===== config.mk =====
export PLATFORM = sky130hd
export DESIGN_NAME = dual_comparator_control_irq
export DESIGN_NICKNAME = d
export VERILOG_FILES = /design/src/cmp_ctrl_pkg.sv /design/src/dual_comparator_control_irq.sv
export VERILOG_INCLUDE_DIRS = /design/src /design/src/src
export SDC_FILE = /design/constraint.sdc
export NUM_CORES = 1
export LEC_CHECK = 0
export ABC_AREA = 1
export BUFFER_PORTS_ARGS = -buffer_cell sky130_fd_sc_hd__buf_2
export CAP_MARGIN = 40
export CORE_ASPECT_RATIO = 1.2
export CORE_MARGIN = 1.5
export CORE_UTILIZATION = 40
export DETAILED_ROUTE_END_ITERATION = 10
export PLACE_DENSITY = 0.67
export SLEW_MARGIN = 30
export SYNTH_ARGS = -nofsm -noshare
export SYNTH_HDL_FRONTEND = slang
export SYNTH_SLANG_ARGS = --single-unit

===== constraint.sdc =====
create_clock -name CLK_SYS_I -period 1.7 [get_ports CLK_SYS_I]
set_input_delay 0.425 -clock CLK_SYS_I [delete_from_list [all_inputs] [get_ports CLK_SYS_I]]
set_output_delay 0.425 -clock CLK_SYS_I [all_outputs]
set_load 0.05 [all_outputs]

===== src/cmp_ctrl_defs.svh =====
// Register offsets, field positions, reset values and mode codes.
`ifndef CMP_CTRL_DEFS_SVH
`define CMP_CTRL_DEFS_SVH
`define OFS_IMC 8'h0B
`define OFS_PFB2 8'h0D
`define OFS_PAD 8'h85
`define OFS_PEB2 8'h8D
`define OFS_CC 8'h9C
`define OFS_RLC 8'h9D
`define OFS_PAIN 8'hA0
`define OFS_PORTA 8'h05
`define RST_CC 8'h07
`define RST_PAD 8'hFF
`define RST_RLC 8'h00
`define RLC_MASK 8'hEF
`define BIT_GIE 7
`define BIT_PERIPHERAL_IRQ_ENABLE 6
`define BIT_CMF 6
`define BIT_COMPARATOR_CHANGE_ENABLE 6
`define BIT_CMP_TWO_RESULT 7
`define BIT_CMP_ONE_RESULT 6
`define BIT_CMP_TWO_INVERT 5
`define BIT_CMP_ONE_INVERT 4
`define BIT_CIS 3
`define MODE_ONE_SW 3'h1
`define MODE_INTREF 3'h2
`define MODE_OFF 3'h7
`endif


===== src/cmp_ctrl_pkg.sv =====
// Types shared by the comparator control logic.
package cmp_ctrl_pkg;
   typedef struct packed {
      logic [1:0] htrans;
      logic hwrite;
      logic [2:0] hsize;
      logic [7:0] addr;
   } ahb_req_s;
   typedef struct packed {
      logic input_switch_select;
      logic [2:0] mode;
      logic intref;
   } route_s;
endpackage : cmp_ctrl_pkg


===== src/dual_comparator_control_irq.sv =====
// Control and status logic around two analog voltage comparators.
//
// Local design decision: the AHB-Lite register port.
`timescale 1ns/1ps
`include "cmp_ctrl_defs.svh"
module dual_comparator_control_irq
   import cmp_ctrl_pkg::*;
(
   input wire logic CLK_SYS_I,
   input wire logic NRST_I,
   input wire logic HSEL_I,
   input wire logic [31:0] HADDR_I,
   input wire logic [1:0] HTRANS_I,
   input wire logic HWRITE_I,
   input wire logic [2:0] HSIZE_I,
   input wire logic [31:0] HWDATA_I,
   input wire logic HREADY_I,
   output logic [31:0] HRDATA_O,
   output logic HREADYOUT_O,
   output logic HRESP_O,
   input wire logic CMP_ONE_RAW_I,
   input wire logic CMP_TWO_RAW_I,
   input wire logic [7:0] PORT_A_PIN_I,
   input wire logic [7:0] PORT_A_DATA_OUT_I,
   input wire logic SLEEP_I,
   output logic [7:0] PORT_A_PIN_O,
   output logic [7:0] PORT_A_PIN_OE_O,
   output logic [2:0] COMPARATOR_MODE_O,
   output logic INPUT_SWITCH_SELECT_O,
   output logic INTREF_TO_POSITIVE_O,
   output logic [7:0] REFERENCE_LADDER_O,
   output logic IRQ_O,
   output logic WAKE_O
);

   ahb_req_s req_r;
   logic dphase_r;
   logic [7:0] cc_r;
   logic [7:0] pad_r;
   logic [7:0] rlc_r;
   logic [7:0] pain_r;
   logic gie_r, peripheral_irq_enable_r, comparator_change_enable_r, flag_r;
   logic [2:0] s1_r, s2_r;
   logic [1:0] sy1_r, sy2_r, sy3_r, res_filt_r;
   logic rd_done_r;
   logic [1:0] latched_r;
   logic [7:0] pa1_r, pa2_r, pa3_r, pa_r;
   logic addr_ok;
   logic wr_acc, rd_acc, cc_acc;
   logic [7:0] wdat;
   logic [1:0] live_res, res_sync;
   logic mismatch;
   logic [7:0] rdat;
   logic pins_out;
   route_s route;

   // Polarity applied to raw comparator outputs on the live path, and after the synchronisers on the register path.
   assign live_res = {CMP_TWO_RAW_I ^ cc_r[`BIT_CMP_TWO_INVERT],
                      CMP_ONE_RAW_I ^ cc_r[`BIT_CMP_ONE_INVERT]};
   assign res_sync = res_filt_r ^ {cc_r[`BIT_CMP_TWO_INVERT], cc_r[`BIT_CMP_ONE_INVERT]};

   assign addr_ok = 1'b1;
   assign wdat = HWDATA_I[7:0];
   assign wr_acc = dphase_r & req_r.hwrite;
   assign rd_acc = dphase_r & ~req_r.hwrite;
   assign cc_acc = dphase_r & (req_r.addr == `OFS_CC);

   // Bus address phase capture; reads take one wait state for the data.
   always_ff @(posedge CLK_SYS_I or negedge NRST_I) begin
      if (!NRST_I) begin
         dphase_r <= 1'b0;
         req_r <= '0;
      end else if (HREADY_I) begin
         dphase_r <= HSEL_I & HTRANS_I[1] & addr_ok;
         req_r.htrans <= HTRANS_I;
         req_r.hwrite <= HWRITE_I;
         req_r.hsize <= HSIZE_I;
         req_r.addr <= HADDR_I[9:2];
      end
   end
   // Read data is registered, so the first data cycle of a read waits.
   always_ff @(posedge CLK_SYS_I or negedge NRST_I) begin
      if (!NRST_I) begin
         rd_done_r <= 1'b0;
      end else begin
         rd_done_r <= rd_acc & ~rd_done_r;
      end
   end
   assign HREADYOUT_O = ~(rd_acc & ~rd_done_r);
   assign HRESP_O = 1'b0;

   // Control register; untouched by sleep, only reset restores it.
   always_ff @(posedge CLK_SYS_I or negedge NRST_I) begin
      if (!NRST_I) begin
         cc_r <= `RST_CC;
      end else if (wr_acc && req_r.addr == `OFS_CC) begin
         cc_r[5:0] <= wdat[5:0];
      end
   end

   always_ff @(posedge CLK_SYS_I or negedge NRST_I) begin
      if (!NRST_I) begin
         pad_r <= `RST_PAD;
         rlc_r <= `RST_RLC;
         pain_r <= 8'hFF;
         gie_r <= 1'b0;
         peripheral_irq_enable_r <= 1'b0;
         comparator_change_enable_r <= 1'b0;
      end else if (wr_acc) begin
         case (req_r.addr)
            `OFS_PAD: pad_r <= wdat;
            `OFS_RLC: rlc_r <= wdat & `RLC_MASK;
            `OFS_PAIN: pain_r <= wdat;
            `OFS_IMC: begin
               gie_r <= wdat[`BIT_GIE];
               peripheral_irq_enable_r <= wdat[`BIT_PERIPHERAL_IRQ_ENABLE];
            end
            `OFS_PEB2: comparator_change_enable_r <= wdat[`BIT_COMPARATOR_CHANGE_ENABLE];
            default: ;
         endcase
      end
   end

   // Three-stage synchronisers for results and port pins.
   always_ff @(posedge CLK_SYS_I or negedge NRST_I) begin
      if (!NRST_I) begin
         sy1_r <= '0;
         sy2_r <= '0;
         sy3_r <= '0;
         res_filt_r <= '0;
         pa1_r <= '0;
         pa2_r <= '0;
         pa3_r <= '0;
         pa_r <= '0;
      end else begin
         sy1_r <= {CMP_TWO_RAW_I, CMP_ONE_RAW_I};
         sy2_r <= sy1_r;
         sy3_r <= sy2_r;
         for (int j = 0; j < 2; j++) begin
            if (sy2_r[j] == sy3_r[j]) begin
               res_filt_r[j] <= sy3_r[j];
            end
         end
         pa1_r <= PORT_A_PIN_I;
         pa2_r <= pa1_r;
         pa3_r <= pa2_r;
         for (int i = 0; i < 8; i++) begin
            if (pa2_r[i] == pa3_r[i]) begin
               pa_r[i] <= pa3_r[i];
            end
         end
      end
   end

   // Latched copy refreshed by any control register access.
   always_ff @(posedge CLK_SYS_I or negedge NRST_I) begin
      if (!NRST_I) begin
         latched_r <= '0;
      end else if (cc_acc) begin
         latched_r <= res_sync;
      end
   end
   // An access in the same cycle as a change may swallow it.
   assign mismatch = (res_sync != latched_r) & ~cc_acc;

   // Flag: hardware set wins over software clear.
   always_ff @(posedge CLK_SYS_I or negedge NRST_I) begin
      if (!NRST_I) begin
         flag_r <= 1'b0;
      end else if (mismatch) begin
         flag_r <= 1'b1;
      end else if (wr_acc && req_r.addr == `OFS_PFB2) begin
         flag_r <= wdat[`BIT_CMF];
      end
   end

   assign IRQ_O = flag_r & comparator_change_enable_r & peripheral_irq_enable_r & gie_r;
   // Wake path compares live results with the latch, needing no clock.
   assign WAKE_O = SLEEP_I & comparator_change_enable_r & peripheral_irq_enable_r
                 & ((live_res != latched_r) | flag_r);

   // Mode 111 leaves both comparators off; user is advised to pick it.
   assign COMPARATOR_MODE_O = cc_r[2:0];
   assign route.input_switch_select = cc_r[`BIT_CIS];
   assign route.mode = cc_r[2:0];
   assign route.intref = (cc_r[2:0] == `MODE_INTREF);
   assign INTREF_TO_POSITIVE_O = route.intref;
   assign INPUT_SWITCH_SELECT_O = route.input_switch_select &
      ((route.mode == `MODE_ONE_SW) | route.intref);
   assign REFERENCE_LADDER_O = rlc_r;

   // Modes 011 and 110 enable result output on pins three and four.
   assign pins_out = (cc_r[2:0] == 3'h3) | (cc_r[2:0] == 3'h6);
   always_comb begin
      PORT_A_PIN_O = PORT_A_DATA_OUT_I;
      if (pins_out) begin
         PORT_A_PIN_O[3] = live_res[0];
         PORT_A_PIN_O[4] = live_res[1];
      end
   end
   assign PORT_A_PIN_OE_O = ~pad_r;

   always_comb begin
      rdat = 8'h00;
      case (req_r.addr)
         `OFS_CC: rdat = {res_sync, cc_r[5:0]};
         `OFS_PAD: rdat = pad_r;
         `OFS_RLC: rdat = rlc_r;
         `OFS_PAIN: rdat = pain_r;
         `OFS_IMC: rdat = {gie_r, peripheral_irq_enable_r, 6'h00};
         `OFS_PFB2: rdat = {1'b0, flag_r, 6'h00};
         `OFS_PEB2: rdat = {1'b0, comparator_change_enable_r, 6'h00};
         `OFS_PORTA: rdat = pa_r & ~pain_r;
         default: rdat = 8'h00;
      endcase
   end

   always_ff @(posedge CLK_SYS_I or negedge NRST_I) begin
      if (!NRST_I) begin
         HRDATA_O <= '0;
      end else if (HREADY_I && HSEL_I && HTRANS_I[1] && !HWRITE_I) begin
         HRDATA_O <= '0;
      end else if (rd_acc && !rd_done_r) begin
         HRDATA_O <= {24'h00_0000, rdat};
      end
   end

endmodule : dual_comparator_control_irq


Word-level counts from Yosys, hierarchy flattened
Index checks and enable logic that the tools add are counted.
{"block": "word_totals", "regBits": 118, "in_bits": 93, "out_inout_bits": 65, "elab_cells": 101}
{"block": "op_classes", "eq_ne": 24, "muxes": 6, "bitwise": 26, "reduce_logical": 15}
{"cell": "2-to-1 mux 32 bit", "count": 2}
{"cell": "case mux 8 bit (8 select lines)", "count": 1}
{"cell": "== test 8 bit, second input constant", "count": 5}
{"cell": "== test 8 x 4 -> 1 bit, second input constant", "count": 2}
{"cell": "NOT 8 bit", "count": 2}
{"cell": "bitwise AND 1 bit", "count": 13}
{"cell": "== test 1 bit", "count": 10}
{"cell": "AND reduction 2 bit", "count": 5}
{"cell": "bitwise AND 8 bit", "count": 1}
{"cell": "== test 8 x 3 -> 1 bit, second input constant", "count": 1}
{"cell": "== test 3 x 2 -> 1 bit, second input constant", "count": 2}
{"cell": "logical AND 1 bit", "count": 6}
{"cell": "inequality test 2 bit", "count": 2}
{"cell": "NOT 1 bit", "count": 4}
{"cell": "nonzero test 2 bit", "count": 2}
{"cell": "== test 3 x 1 -> 1 bit, second input constant", "count": 1}
{"cell": "== test 3 bit, second input constant", "count": 1}
{"cell": "bitwise OR 1 bit", "count": 3}
{"cell": "zero test 1 bit", "count": 2}
{"cell": "2-to-1 mux 1 bit", "count": 2}
{"cell": "2-to-1 mux 2 bit", "count": 1}
{"cell": "bitwise XOR 1 bit", "count": 2}
{"cell": "bitwise XOR 2 bit", "count": 1}

Depth between registers and ports, before layout
{"block": "depth", "depth_word": 5, "ltp_mapped": 10, "mapped_depth_nobuf": 9}

Least setup slack after synthesis
Ideal clock, no wire load.
{"block": "synth_timing", "kind": "register to output", "startpoint": "register cc_r[1], in the netlist COMPARATOR_MODE_O[1]", "endpoint": "output port INTREF_TO_POSITIVE_O", "arrival_ps": 1648, "required_time_ps": 1275, "setup_slack_ps": -373, "stages_incl_launch_ff": 3, "n_path_buf": 0, "cell_sequence": "dfstp_2 inv_1 nor3_1"}
{"block": "synth_between", "elab_chain_cells": 1}
{"element": "start, declared", "line": "dual_comparator_control_irq.sv:38", "rtl": "logic [7:0] cc_r;"}
{"element": "start signal, assigned", "line": "dual_comparator_control_irq.sv:95", "rtl": "cc_r <= `RST_CC;"}
{"element": "start signal, assigned", "line": "dual_comparator_control_irq.sv:97", "rtl": "cc_r[5:0] <= wdat[5:0];"}
{"element": "== test 3 x 2 -> 1 bit (no source line)"}
{"element": "end, declared", "line": "dual_comparator_control_irq.sv:30", "rtl": "output logic INTREF_TO_POSITIVE_O,"}
No other way between the ends.

Worst setup path in the final report
{"block": "layout_timing", "startpoint": "register cc_r[0], in the netlist COMPARATOR_MODE_O[0]", "endpoint": "output port PORT_A_PIN_O[4]"}
{"block": "layout_between", "elab_chain_cells": 3, "elab_cells_between_ends": 4, "cone_classes": "2 x eq/ne; 1 x mux; 1 x bitwise"}
{"element": "== test 3 x 2 -> 1 bit / == test 3 bit (equally long branches)", "line": "dual_comparator_control_irq.sv:193", "rtl": "assign pins_out = (cc_r[2:0] == 3'h3) | (cc_r[2:0] == 3'h6);"}
{"element": "bitwise OR 1 bit (*)", "line": "dual_comparator_control_irq.sv:193"}
{"element": "2-to-1 mux 2 bit (*)", "line": "dual_comparator_control_irq.sv:196", "rtl": "if (pins_out) begin"}
{"element": "end, declared", "line": "dual_comparator_control_irq.sv:26", "rtl": "output logic [7:0] PORT_A_PIN_O,"}
Every way passes the cells marked *; elsewhere a longest branch is shown, timed or not.

==> flow_metrics.env <==
export IMPL_status="finished, violations left"
export IMPL_violations="design-rule violations, negative setup slack"
export IMPL_cp_slowest_cell="dfstp_2"
export IMPL_synth_avg_cell_area_um2=9.469
export IMPL_worstSkewPairLatency_ns=0.34
export IMPL_grt_max_degree=30
export IMPL_synthCells=465
export IMPL_place_ws_ns=-0.2198
export IMPL_critPathMaxFanout=4
export IMPL_timing_final_hold_violations=0
export IMPL_vias=3184
export IMPL_cp_top_family="flip-flops"
export IMPL_firstDrtPassIters=9
export IMPL_critPathLaunchType="flip-flop"
export IMPL_grt_first_pass_wirelength_um=15590
export IMPL_cap_violations=0
export IMPL_synthDistinctLibCells=31
export IMPL_place_area_um2=4850
export IMPL_grt_usage_pct=17.13
export IMPL_setup_violations_final=6
export IMPL_fmax_mhz=510.8
export IMPL_post_route_period_util_pct=115.2
export IMPL_ys_ff_latch=94
export IMPL_rows=41
export IMPL_leakage_nw=2.803
export IMPL_die_w_um=98.78
export IMPL_max_stage_delay_ns=0.57
export IMPL_grt_overflow=0
export IMPL_grt_pass1_vias=3261
export IMPL_io_pin_count=158
export IMPL_fin_skew_ns=0.007327
export IMPL_critical_path_class="flip-flop to output port"
export IMPL_numCtsBuffers=9
export IMPL_totalPowerFinal_mw=5.303
export IMPL_endpoint_kind="output port"
export IMPL_n_antenna_cell=0
export IMPL_rrSetupSlack_ns=0.13
export IMPL_die_y_um=117.9
export IMPL_floorplan_initialDensity_pct=41.46
export IMPL_required_ns=1.27
export IMPL_final_core_util_pct=49.92
export IMPL_synth_top_area_cell="dfrtp_1"
export IMPL_drt_vias_per_instance=4.669
export IMPL_drive_above_1_share_pct=32.91
export IMPL_synth_top_area_share_pct=42.63
export IMPL_clockBufferDepth=2
export IMPL_drc=7
export IMPL_core_area_um2=10620
export IMPL_portBuffers=67
export IMPL_final_area_um2=5301
export IMPL_hp_class="input port to asynchronous set/reset pin"
export IMPL_nNetsFinal=641
export IMPL_reg2reg_depth=7
export IMPL_r2r_end="REFERENCE_LADDER_O[7]"
export IMPL_path_cells="a21o_1 -> nand2_2 -> buf_6 -> nand2_1 -> nand2_1 -> buf_6"
export IMPL_routed_wl_um=9247
export IMPL_drv_slew=0
export IMPL_r2r_start="req_r[5]"
export IMPL_die_area_um2=11650
export IMPL_layout_setup_ws_ns=-0.2578
export IMPL_cp_arrival_ns=1.53
export IMPL_antenna_found_initial=0
export IMPL_period_needed_ns=1.958
export IMPL_area_growth_pct=20.40
export IMPL_postRouteAntennaNets=0
export IMPL_synth_warning_count=0
export IMPL_htreeDepth=3
export IMPL_cts_root_buffer="clkbuf_16"
export IMPL_powerDensity_nw_per_um2=1000
export IMPL_cts_sinks=94
export IMPL_gp_congestion=0.8130
export IMPL_syn_cell_area_um2=4403
export IMPL_rsz0062_at_grt="yes"
export IMPL_irDropWorstVdd_mv=0.5112
export IMPL_dp_hpwl_um=6971
export IMPL_synth_seq_area_share_pct=53.96
export IMPL_cts_tree="done"
export IMPL_drt_iter0_markers=172
export IMPL_wire_per_inst_um=13.56
export IMPL_clk_pin_slew_ns=0.07
export IMPL_path_buf_inv=2
export IMPL_hold_buffers=0
export IMPL_synth_top_cells_by_area="dfrtp_1 (43%), dfstp_2 (11%), nand2_1 (7.6%)"
export IMPL_fin_setup_tns_ns=-0.9689
what timing repair did:
action	CTS	global route
gates cloned	0	0
pin swaps	8	5
buffers inserted	3	3
endpoints found under the setup margin	8	7
gates resized for setup	27	9
per-stage QoR:
stage / hold slack [ns] / cells
2_1_floorplan: 0.1294 / 490
3_3_place_gp: 0.3322 / 661
3_5_place_dp: 0.3347 / 661
4_1_cts: 0.002901 / 680
5_1_grt: 0.02026 / 682
6_report: 0.005573 / 682
how the worst max path moves through the flow:
stage	slack [ns]	depth (start not counted)	startpoint	end
after floorplan	-0.003	6	COMPARATOR_MODE_O[1]	PORT_A_PIN_O[4]
after global placement	-0.20	6	CMP_ONE_RAW_I	WAKE_O
after detailed placement	-0.22	6	CMP_ONE_RAW_I	WAKE_O
after CTS	-0.33	7	COMPARATOR_MODE_O[1]	PORT_A_PIN_O[3]
after global routing	-0.35	5	cc_r[4]	WAKE_O
final	-0.26	6	COMPARATOR_MODE_O[0]	PORT_A_PIN_O[4]
registers in the layout, indices dropped and copies added, names as in the netlist:
register	cells
req_r	9
HRDATA_O	8
pa1_r	8
pa2_r	8
pa3_r	8
pa_r	8
pad_r	8
pain_r	8
REFERENCE_LADDER_O	7
COMPARATOR_MODE_O	3
cc_r	3
latched_r	2
res_filt_r	2
sy1_r	2
sy2_r	2
sy3_r	2
comparator_change_enable_r	1
dphase_r	1
flag_r	1
gie_r	1
peripheral_irq_enable_r	1
rd_done_r	1
final cells by class:
type                    instances  area [µm²]
repair buffers                 92       619.3
well taps                     129       161.4
fillers                       984        5318
inverters                      53       198.9
clock buffers                   9       225.2
multi-input cells             298        1639
flip-flops and latches         94        2379
clock inverters                 7       78.83
cells in the final DEF, fill, tap and decap left out, drive strengths merged:
cell    Yosys  final
nand4       4      4
xor2        6      6
nor3        2      2
dfstp      19     19
buf        43     92
conb        1     26
nand3      51     51
a21oi       2      2
o21a        5      5
bufinv      0      1
nor2       40     40
nand2     104    104
inv        52     55
maj3       10     10
clkbuf      2      9
o21ai      46     46
a21o        1      1
dfrtp      75     75
clkinv      1      4
o31ai       1      1
Yosys cell counts:
master    instances
o21ai_2           9
o21a_1            5
nand4_4           1
maj3_1           10
dfstp_2          19
xor2_1            6
o21ai_0          24
a21o_1            1
nor2_1           28
nor2_8            3
buf_2             2
nor2_4            6
nor2_2            3
dfrtp_1          75
o31ai_1           1
nor3_2            1
nand3_1          51
clkinv_1          1
nand2_1          89
inv_1            48
buf_6             4
nand2_4           3
o21ai_1          13
inv_2             4
nand2_2          12
a21oi_1           2
clkbuf_1          2
nor3_1            1
conb_1            1
nand4_1           3
buf_4            37
routing by layer:
layer	vias to the layer above	global-route usage, %	routed length [µm]
met5	-	0	0
met4	0	8.125	195
met3	15	3.266	387
met2	88	27.72	4494
met1	1502	22.02	4169
li1	1579	-	-
cell families (layout without fill, tap and decap cells):
family / count (synthesis) / count (layout) / share of synthesized area [%]
adders and majority gates: 10 / 10 / 2.273
other: 1 / 26 / 0.08517
and+or+nand+nor: 201 / 201 / 22.82
buffers and inverters: 98 / 161 / 12.25
DFF: 94 / 94 / 53.96
xor gates and xnor gates: 6 / 6 / 1.194
AOI/OAI and AO/OA: 55 / 55 / 7.417
power by group:
| group | switching [mW] | internal (mW) |
|---|---|---|
| sequential | 0.0903 | 2.40 |
| clock | 0.867 | 1.16 |
| combinational | 0.567 | 0.224 |
| total | 1.52 | 3.78 |
(Power assumes the default switching activity.)
